`src/common/pdp_pkg.sv`:
```
// shared constants and types for the synthesizer divider and detector core
`default_nettype none

package pdp_pkg;

    // register port
    localparam int          ADDR_W      = 4;
    localparam int          DATA_W      = 16;
    localparam logic [3:0]  CFG_ADDR    = 4'h0;
    localparam logic [3:0]  REFDIV_ADDR = 4'h4;
    localparam logic [3:0]  VCODIV_ADDR = 4'h8;
    localparam logic [3:0]  STATUS_ADDR = 4'hC;

    // counter and configuration word widths
    localparam int          REF_W       = 15;
    localparam int          VCO_W       = 16;
    localparam int          CFG_W       = 8;

    // configuration word, msb first: polarity, detector, lock, ref out, vco, ref
    typedef struct packed {
        logic       polaritySelect;
        logic       detectorSelect;
        logic       lockOutputEnable;
        logic [2:0] refOutSelect;
        logic       vcoPulseEnable;
        logic       refPulseEnable;
    } pdp_cfg_type;

    // ref out defaults to oscillator divided by 8, everything else cleared
    localparam logic [7:0]  CFG_RESET       = 8'h10;

    localparam logic [2:0]  REFSEL_LOW      = 3'h0;
    localparam logic [2:0]  REFSEL_DIRECT   = 3'h1;
    localparam logic [2:0]  REFSEL_DIV2     = 3'h2;
    localparam logic [2:0]  REFSEL_DIV4     = 3'h3;

    // prescaler and select field bit positions for the scaled reference
    localparam int          OSC_BIT_DIV2    = 0;
    localparam int          OSC_BIT_DIV4    = 1;
    localparam int          OSC_BIT_DIV8    = 2;
    localparam int          OSC_BIT_DIV16   = 3;
    localparam int          REFSEL_DIV16_BIT = 0;
    localparam int          REFSEL_HIGH_BIT = 2;

    // reference divide value that bypasses the counter
    localparam logic [14:0] REF_BYPASS      = 15'h0001;

    // reference pulse width in oscillator half periods (4.5 cycles)
    localparam logic [3:0]  REF_PULSE_HALVES = 4'h9;

    // phase detector states, one-hot
    typedef enum logic [3:0] {
        PD_IDLE    = 4'b0001,
        PD_REFLEAD = 4'b0010,
        PD_VCOLEAD = 4'b0100,
        PD_CLEAR   = 4'b1000
    } pdp_pd_type;

    // register bus request
    typedef struct packed {
        logic [3:0]  addr;
        logic [15:0] wdata;
        logic        wr;
        logic        rd;
    } pdp_bus_type;

endpackage

`default_nettype wire

```
`src/design/pdp_counter.sv`:
```
// down counter with reload, used for the reference and feedback dividers
`default_nettype none

module pdp_counter
    import pdp_pkg::*;
#(
    parameter int W = 16
) (
    // clock and reset
    input  wire logic         clk,
    input  wire logic         nrst,
    // control
    input  wire logic         step,
    input  wire logic         load,
    input  wire logic [W-1:0] divisor,
    // terminal count pulse
    output logic              term
);

    typedef struct packed {
        logic [W-1:0] count;
        logic         term;
    } pdp_cnt_state_type;

    localparam logic [W-1:0] COUNT_LAST = W'(1);

    pdp_cnt_state_type s;
    pdp_cnt_state_type next_s;

    always_comb begin
        next_s      = s;
        next_s.term = 1'b0;
        if (load) begin
            next_s.count = divisor;
        end else if (step) begin
            if (s.count == COUNT_LAST) begin
                // reload on terminal count, one pulse per divide period
                next_s.count = divisor;
                next_s.term  = 1'b1;
            end else begin
                next_s.count = s.count - COUNT_LAST;
            end
        end
    end

    always_ff @(posedge clk or negedge nrst) begin
        if (!nrst) begin
            s <= '0;
        end else begin
            s <= next_s;
        end
    end

    assign term = s.term;

endmodule

`default_nettype wire

```
`src/design/pdp_core.sv`:
```
// reference and feedback dividers, phase/frequency detector and lock indicator
//
// The plain strobed port and the address map were left to the implementer.
`default_nettype none

module pdp_core
    import pdp_pkg::*;
#(
    parameter logic [14:0] REF_DIV_DEFAULT = 15'h0005,
    parameter logic [15:0] VCO_DIV_DEFAULT = 16'h0028
) (
    // clock and reset
    input  wire logic        clk,
    input  wire logic        nrst,
    // register port
    input  wire logic [3:0]  addr,
    input  wire logic [15:0] wdata,
    input  wire logic        wr,
    input  wire logic        rd,
    output logic      [15:0] rdata,
    // frequency inputs (asynchronous pins)
    input  wire logic        refOscInput,
    input  wire logic        vcoInput,
    // divider outputs
    output logic             scaledRefClockOut,
    output logic             refDividerPulse,
    output logic             vcoDividerPulse,
    // single-ended detector, three-state; enable low while driving
    output logic             singleEndedDetectorOut,
    output logic             singleEndedDetectorEnN,
    // double-ended detector, active low pulses
    output logic             vcoSideDetectorN,
    output logic             refSideDetectorN,
    // lock
    output logic             lockIndicator
);

    typedef struct packed {
        pdp_cfg_type  cfg;
        logic [14:0]  refDiv;
        logic [15:0]  vcoDiv;
        logic [1:0]   refSync;
        logic         refLast;
        logic [1:0]   vcoSync;
        logic         vcoLast;
        logic [3:0]   oscCount;
        logic [3:0]   refHalves;
        logic         vcoHigh;
        logic         jam;
        pdp_pd_type   pd;
        logic         scaled_ref_clock_out;
        logic         refPulse;
        logic         vcoPulse;
        logic         seOut;
        logic         seEnN;
        logic         vcoSideN;
        logic         refSideN;
        logic         lock;
        logic [15:0]  rdata;
    } pdp_state_type;

    localparam pdp_state_type RESET_STATE = '{
        cfg:      pdp_cfg_type'(CFG_RESET),
        refDiv:   REF_DIV_DEFAULT,
        vcoDiv:   VCO_DIV_DEFAULT,
        pd:       PD_IDLE,
        seEnN:    1'b1,
        vcoSideN: 1'b1,
        refSideN: 1'b1,
        default:  '0
    };

    pdp_state_type s;
    pdp_state_type next_s;
    pdp_bus_type   bus;

    logic refTerm;
    logic vcoTerm;
    logic refLevel;
    logic refRise;
    logic refFall;
    logic vcoRise;
    logic bypass;
    logic refEvent;
    logic pumpUp;
    logic pumpDown;

    assign bus      = '{addr: addr, wdata: wdata, wr: wr, rd: rd};
    assign refLevel = s.refSync[1];
    assign refRise  = refLevel & ~s.refLast;
    assign refFall  = ~refLevel & s.refLast;
    assign vcoRise  = s.vcoSync[1] & ~s.vcoLast;
    assign bypass   = (s.refDiv == REF_BYPASS);

    // a bypassed reference feeds the detector straight from the oscillator edge
    assign refEvent = bypass ? refRise : refTerm;

    pdp_counter #(.W(REF_W)) refCounter (
        .clk     (clk),
        .nrst    (nrst),
        .step    (refRise),
        .load    (s.jam),
        .divisor (s.refDiv),
        .term    (refTerm)
    );

    pdp_counter #(.W(VCO_W)) vcoCounter (
        .clk     (clk),
        .nrst    (nrst),
        .step    (vcoRise),
        .load    (s.jam),
        .divisor (s.vcoDiv),
        .term    (vcoTerm)
    );

    always_comb begin
        next_s     = s;
        next_s.jam = 1'b0;

        // register writes
        if (bus.wr) begin
            case (bus.addr)
                CFG_ADDR:    next_s.cfg    = pdp_cfg_type'(bus.wdata[CFG_W-1:0]);
                REFDIV_ADDR: next_s.refDiv = bus.wdata[REF_W-1:0];
                VCODIV_ADDR: begin
                    next_s.vcoDiv = bus.wdata[VCO_W-1:0];
                    next_s.jam    = 1'b1;
                end
                default:     next_s.rdata = s.rdata;
            endcase
        end

        // read data stand for one cycle only
        next_s.rdata = '0;
        if (bus.rd) begin
            case (bus.addr)
                CFG_ADDR:    next_s.rdata = DATA_W'(s.cfg);
                REFDIV_ADDR: next_s.rdata = DATA_W'(s.refDiv);
                VCODIV_ADDR: next_s.rdata = s.vcoDiv;
                STATUS_ADDR: next_s.rdata = DATA_W'({s.pd, s.lock, s.vcoPulse, s.refPulse});
                default:     next_s.rdata = '0;
            endcase
        end

        // two-stage synchronisers, third stage only for edge detection
        next_s.refSync = {s.refSync[0], refOscInput};
        next_s.refLast = s.refSync[1];
        next_s.vcoSync = {s.vcoSync[0], vcoInput};
        next_s.vcoLast = s.vcoSync[1];

        // prescaler for the scaled reference output
        if (refRise) begin
            next_s.oscCount = s.oscCount + 4'h1;
        end
        case (s.cfg.refOutSelect)
            REFSEL_LOW:    next_s.scaled_ref_clock_out = 1'b0;
            REFSEL_DIRECT: next_s.scaled_ref_clock_out = refLevel;
            REFSEL_DIV2:   next_s.scaled_ref_clock_out = s.oscCount[OSC_BIT_DIV2];
            REFSEL_DIV4:   next_s.scaled_ref_clock_out = s.oscCount[OSC_BIT_DIV4];
            default: begin
                next_s.scaled_ref_clock_out = s.cfg.refOutSelect[REFSEL_DIV16_BIT]
                              ? s.oscCount[OSC_BIT_DIV16] : s.oscCount[OSC_BIT_DIV8];
            end
        endcase

        // reference pulse: 9 oscillator half periods wide, or the oscillator level itself when bypassed
        if (s.jam) begin
            next_s.refHalves = '0;
        end else if (refTerm) begin
            next_s.refHalves = REF_PULSE_HALVES;
        end else if ((refRise | refFall) && s.refHalves != '0) begin
            next_s.refHalves = s.refHalves - 4'h1;
        end
        next_s.refPulse = s.cfg.refPulseEnable
                        & (bypass ? refLevel : (next_s.refHalves != '0));

        // vco pulse: high from terminal count to the next vco rising edge
        if (s.jam || vcoRise) begin
            next_s.vcoHigh = 1'b0;
        end
        if (vcoTerm) begin
            next_s.vcoHigh = 1'b1;
        end
        next_s.vcoPulse = s.cfg.vcoPulseEnable & next_s.vcoHigh;

        // phase/frequency detector; the clear state gives a one-cycle overlap
        // so that tiny phase errors still produce a pulse (no dead zone)
        case (s.pd)
            PD_IDLE, PD_CLEAR: begin
                if (refEvent && vcoTerm) begin
                    next_s.pd = PD_CLEAR;
                end else if (refEvent) begin
                    next_s.pd = PD_REFLEAD;
                end else if (vcoTerm) begin
                    next_s.pd = PD_VCOLEAD;
                end else begin
                    next_s.pd = PD_IDLE;
                end
            end
            PD_REFLEAD: next_s.pd = vcoTerm ? PD_CLEAR : PD_REFLEAD;
            PD_VCOLEAD: next_s.pd = refEvent ? PD_CLEAR : PD_VCOLEAD;
            default:    next_s.pd = PD_IDLE;
        endcase
        if (s.jam) begin
            next_s.pd = PD_IDLE;
        end

        pumpUp   = (next_s.pd == PD_REFLEAD) || (next_s.pd == PD_CLEAR);
        pumpDown = (next_s.pd == PD_VCOLEAD) || (next_s.pd == PD_CLEAR);

        // single-ended: drives only while exactly one side leads
        next_s.seEnN = ~(s.cfg.detectorSelect & (pumpUp ^ pumpDown));
        next_s.seOut = pumpDown ? s.cfg.polaritySelect
                                : ~s.cfg.polaritySelect;

        // double-ended: polarity swaps roles, single-ended mode parks both high
        if (s.cfg.detectorSelect) begin
            next_s.vcoSideN = 1'b1;
            next_s.refSideN = 1'b1;
        end else begin
            next_s.vcoSideN = ~(s.cfg.polaritySelect ? pumpUp : pumpDown);
            next_s.refSideN = ~(s.cfg.polaritySelect ? pumpDown : pumpUp);
        end

        next_s.lock = s.cfg.lockOutputEnable & ~(pumpUp | pumpDown);
    end

    always_ff @(posedge clk or negedge nrst) begin
        if (!nrst) begin
            s <= RESET_STATE;
        end else begin
            s <= next_s;
        end
    end

    assign rdata                  = s.rdata;
    assign scaledRefClockOut      = s.scaled_ref_clock_out;
    assign refDividerPulse        = s.refPulse;
    assign vcoDividerPulse        = s.vcoPulse;
    assign singleEndedDetectorOut = s.seOut;
    assign singleEndedDetectorEnN = s.seEnN;
    assign vcoSideDetectorN       = s.vcoSideN;
    assign refSideDetectorN       = s.refSideN;
    assign lockIndicator          = s.lock;
endmodule

`default_nettype wire

```
`config.mk`:
```
export PLATFORM = sky130hd
export DESIGN_NAME = pdp_core
export DESIGN_NICKNAME = d
export VERILOG_FILES = /design/src/common/pdp_pkg.sv /design/src/design/pdp_counter.sv /design/src/design/pdp_core.sv
export SDC_FILE = /design/constraint.sdc
export NUM_CORES = 1
export LEC_CHECK = 0
export BUFFER_PORTS_ARGS = -buffer_cell sky130_fd_sc_hd__buf_2
export CELL_PAD_IN_SITES_DETAIL_PLACEMENT = 1
export CELL_PAD_IN_SITES_GLOBAL_PLACEMENT = 2
export CORE_MARGIN = 1
export CORE_UTILIZATION = 40
export DETAILED_ROUTE_END_ITERATION = 8
export PLACE_DENSITY_LB_ADDON = 0.1
export SKIP_LAST_GASP = 1
export SLEW_MARGIN = 20
export SYNTH_ARGS = -nofsm -noshare
export SYNTH_HDL_FRONTEND = slang
export SYNTH_HIERARCHICAL = 1
export SYNTH_SLANG_ARGS = --single-unit
export TNS_END_PERCENT = 30
```
`constraint.sdc`:
```
create_clock -name clk -period 2.9 [get_ports clk]
set_clock_uncertainty 0.05 [all_clocks]
set_input_delay 0.145 -clock clk [delete_from_list [all_inputs] [get_ports clk]]
set_output_delay 0.145 -clock clk [all_outputs]
set_load 0.01 [all_outputs]
```
## Word-level counts from Yosys, hierarchy flattened

Cells that the tools add are included.

- Logic and storage cells: 117
- Input bits: 26
- Output and inout bits: 24
- Bits in registers: 116

- Equality and inequality tests: 16
- Bitwise logic cells: 18
- Multiplexer cells: 34
- Add/subtract/negate cells: 4
- Reduce and logical (&&, ||, !) cells: 15

Operators by type and width:

| cell | number |
|---|---|
| two-way mux 16 bit | 4 |
| case mux 16 bit (4 select lines) | 1 |
| == test 15 x 1 -> 1 bit, second input constant | 2 |
| two-way mux 15 bit | 2 |
| two-way mux 4 bit | 7 |
| two-way mux 17 bit | 1 |
| == test 16 x 1 -> 1 bit, second input constant | 1 |
| == test 4 bit, second input constant | 4 |
| subtractor 16 x 1 -> 16 bit, second input constant | 1 |
| subtractor 15 x 1 -> 15 bit, second input constant | 1 |
| two-way mux 1 bit | 14 |
| == test 4 x 3 -> 1 bit, second input constant | 3 |
| case mux 4 bit (3 select lines) | 1 |
| == test 4 x 2 -> 1 bit, second input constant | 2 |
| NOT 1 bit | 8 |
| nonzero test 4 bit | 2 |
| bitwise AND 1 bit | 7 |
| == test 3 x 2 -> 1 bit, second input constant | 2 |
| two-way mux 3 bit | 2 |
| AND reduction 2 bit | 3 |
| adder 4 x 1 -> 4 bit, second input constant | 1 |
| == test 4 x 1 -> 1 bit, second input constant | 1 |
| zero test 4 bit | 1 |
| case mux 1 bit (4 select lines) | 1 |
| 10 further kinds | 15 |

## Longest topological paths before layout

- Depth in word-level cells: 12
- Gate-level depth with buffers: 8
- Depth with buffers taken out: 7

## Cells and area by module

Netlist, hierarchy kept.

Modules (own cells, without submodules):

| module | cells an instance | area an instance (um^2) | times used |
|---|---|---|---|
| pdp_core | 291 | 3729.8 | 1 |
| pdp_counter (refCounter) | 135 | 1123.6 | 1 |
| pdp_counter (vcoCounter) | 118 | 1103.6 | 1 |

## Worst setup path after synthesis

Ideal clock, no wire load.

- Path type: flip-flop to flip-flop
- From: reg, netlist name s[38]
- To: reg vcoCounter/s[16] (netlist name)
- Setup time: 0.067 ns
- Period minus slack after synthesis: 2.045 ns
- Buffers on the path: 1
- Data required time: 2.783 ns
- Stages on the path, launching flop included: 7
- Setup slack: 0.855 ns
- Data arrival time: 1.928 ns
- Path through: dfrtp_1 -> nor2b_1 -> buf_2 -> or4b_1 -> nor3b_1 -> nor4b_1 -> a221o_1

RTL lines:

| what | RTL line | text |
|---|---|---|
| to (signal assigned) | pdp_counter.sv:50 | `s <= next_s;` |
| to (decl) | pdp_counter.sv:27 | `pdp_cnt_state_type s;` |

==> metrics.md <==
| Metric | Value |
|---|---|
| Status | complete, no violations |
| Core area | 14500 um2 |
| Pwr/cell area | 844 nW/um2 |
| Worst-path clk slew | 0.06 ns |
| Via density | 5.71 |
| Synth Warn # | 6 |
| Num Clock Sinks | 116 |
| Initial Util | 41.0% |
| R2R Setup Slk | 0.52 ns |
| Placed Area | 6290 um2 |
| GRT Util Overall | 23.4% |
| Max Fclk | 419 MHz |
| Startpoint class of the critical path | register |
| Max-cap violations | 0 |
| Fin. Hold Viols | 0 |
| Cell leakage power | 3.07 nW |
| Max Root-Sink Buffers | 2 |
| Fin area | 7110 um2 |
| Row cnt | 44 |
| EDFF count, synth | 0 |
| Final-report setup violation count | 0 |
| Residual DRC count | 0 |
| Crit path from | s[60] |
| Async set-or-reset flop fraction in the synthesized netlist | 100% |
| Total Wirelength | 16.5 mm |
| Mapped Cells | 544 |
| Post-DP HPWL | 11.6 mm |
| Clock Latency Late Sink | 0.42 ns |
| DIE HEIGHT | 124 um |
| I/O pins | 50 |
| Vias in the first global route | 4688 |
| Port bufs | 49 |
| Buffer count from post-CTS setup fixing | 0 |
| Synth Net Count | 578 |
| Hold WC Path Type | input pin to register |
| Fin nets | 640 |
| Pre-antenna DRT Iters | 4 |
| Die width | 124 um |
| Required @ worst endpoint | 3.15 ns |
| WL per Instance | 20.6 um |
| Via count | 4584 |
| Crit end category | register |
| Initial antenna violation count | 0 |
| Hold slack | 0.211 ns |
| Share of layout cells above drive strength 1 | 27.5% |
| Top_reg_cell synth | dfrtp_1 |
| Syn_area_per_cell | 11.0 um2 |
| Synth top area share | 44.9% |
| CTS root buf | clkbuf_16 |
| Total power | 6.00 mW |
| Largest net degree at the start of global routing | 66 |
| Max Transition Viols Final | 0 |
| Min-delay src | addr[3] |
| WS Path Type | register to register |
| Synth unique cells | 76 |
| H-tree depth | 4 |
| Worst-margin pin slew | 0.854 ns |
| Num CTS Buffers | 17 |
| Maximum vdd drop | 0.609 mV |
| First-pass GRT wire length | 26.5 mm |
| RSZ-0062 raised after global routing | no |
| Post-cts sizing count | 0 |
| P&R area growth vs syn | 19.4% |
| Hold Buf Count CTS | 20 |
| Cell taking the most area after synthesis | dfrtp_1 |
| Die Area | 15400 um2 |
| Most frequent cells in the layout | dfrtp_1, nor2_1, buf_2, mux2_2, a21oi_1 |
| Yosys reg bits | 116 |
| Drt initial violations | 231 |
| Antenna Nets Post-Route | 0 |
| Final period utilization | 82.2% |
| Crit path arrival time | 2.64 ns |
| TritonCTS clock tree | built |
| Reg2reg start | s[60] |
| Setup TNS | 0 ns |
| CP max FO | 6 |
| Final GP Congestion | 0.802 |
| Synth Cell Area | 5960 um2 |
| Commonest non-fill, non-tap cell in the layout | dfrtp_1 |
| Top cells by area, synth | dfrtp_1, mux2_2, dfstp_2 |
| Gr ovfl total | 0 |
| # diodes | 0 |
| Post-synthesis sequential area ratio | 48.9% |
| Slew headroom | 43.1% |
| Post-route minimum period | 2.38 ns |
[flip-flops by register name (all words and copies together) (netlist names)]
| signal | cells |
|---|---|
| vcoSideDetectorN | 1 |
| refDividerPulse | 1 |
| singleEndedDetectorEnN | 1 |
| s | 55 |
| vcoCounter/s | 16 |
| rdata | 16 |
| vcoCounter/term | 1 |
| refCounter/s | 15 |
| next_s | 4 |
| singleEndedDetectorOut | 1 |
| vcoDividerPulse | 1 |
| refCounter/term | 1 |
| lockIndicator | 1 |
| scaledRefClockOut | 1 |
| refSideDetectorN | 1 |
[area by class of cell]
class | count | area (um2)
tap | 184 | 230
multi-input combinational | 369 | 2720
inverter | 22 | 82.6
sequential | 116 | 2910
timing repair buffer | 80 | 543
fill | 1578 | 7420
clock buffer | 17 | 425
clock inverter | 15 | 194
[power breakdown]
group          leakage [nW]  switching (mW)  internal (mW)
clock network         0.300           0.830           1.37
registers              1.44           0.510           2.02
logic                  1.34           0.628          0.639
total                  3.07            1.97           4.04
[path summary, 6_finish.rpt]
check                                end  depth (start not counted)
max reg2reg                lockIndicator                          6
min                             rdata[1]                          4
min in group asynchronous       rdata[8]                          2
min reg2reg                   next_s[38]                          0
max                        lockIndicator                          6
max in group asynchronous          s[47]                          3
[critical path, stage by stage (launching register included)]
cell and delay (ns):
dfstp_2 0.60, nor4b_1 0.49, and4_1 0.38, mux2i_1 0.32, nand2_1 0.11, ha_1 0.21, and2_1 0.13
[kinds of logic after synthesis]
| logic type | share of synthesized area (%) |
|---|---|
| xor+xnor | 1.03 |
| compound gates | 15.1 |
| simple gates | 18.5 |
| fa+ha+maj | 1.68 |
| buf+inv | 5.40 |
| mux | 9.37 |
| flops | 48.9 |
[cells in the mapped netlist, types with 8 or more instances]
master      n
a21oi_1    29
a22oi_1    22
buf_4      18
clkbuf_1    8
dfrtp_1   107
dfstp_2     9
ha_1        8
inv_1      21
mux2_2     34
mux2_4      9
nand2_1    26
nand3_1    11
nand4_1     8
nor2_1     49
nor3_1     11
o21ai_0    18
[stage by stage]
step	std cells	setup slack (ns)	util [%]
6_report	803	0.515	48.9
3_5_place_dp	751	0.539	43.3
2_1_floorplan	544	0.855	-
5_1_grt	803	0.359	48.9
4_1_cts	803	0.513	48.9
3_3_place_gp	751	0.540	43.3
[routing by layer]
metal / part of all wire (%) / track usage [%]
met1: 47 / 31.4
met2: 49 / 37.4
met3: 2.5 / 4.95
met4: 1.4 / 8.04
met5: 0 / 0
Power figures use the tool's default switching activity.
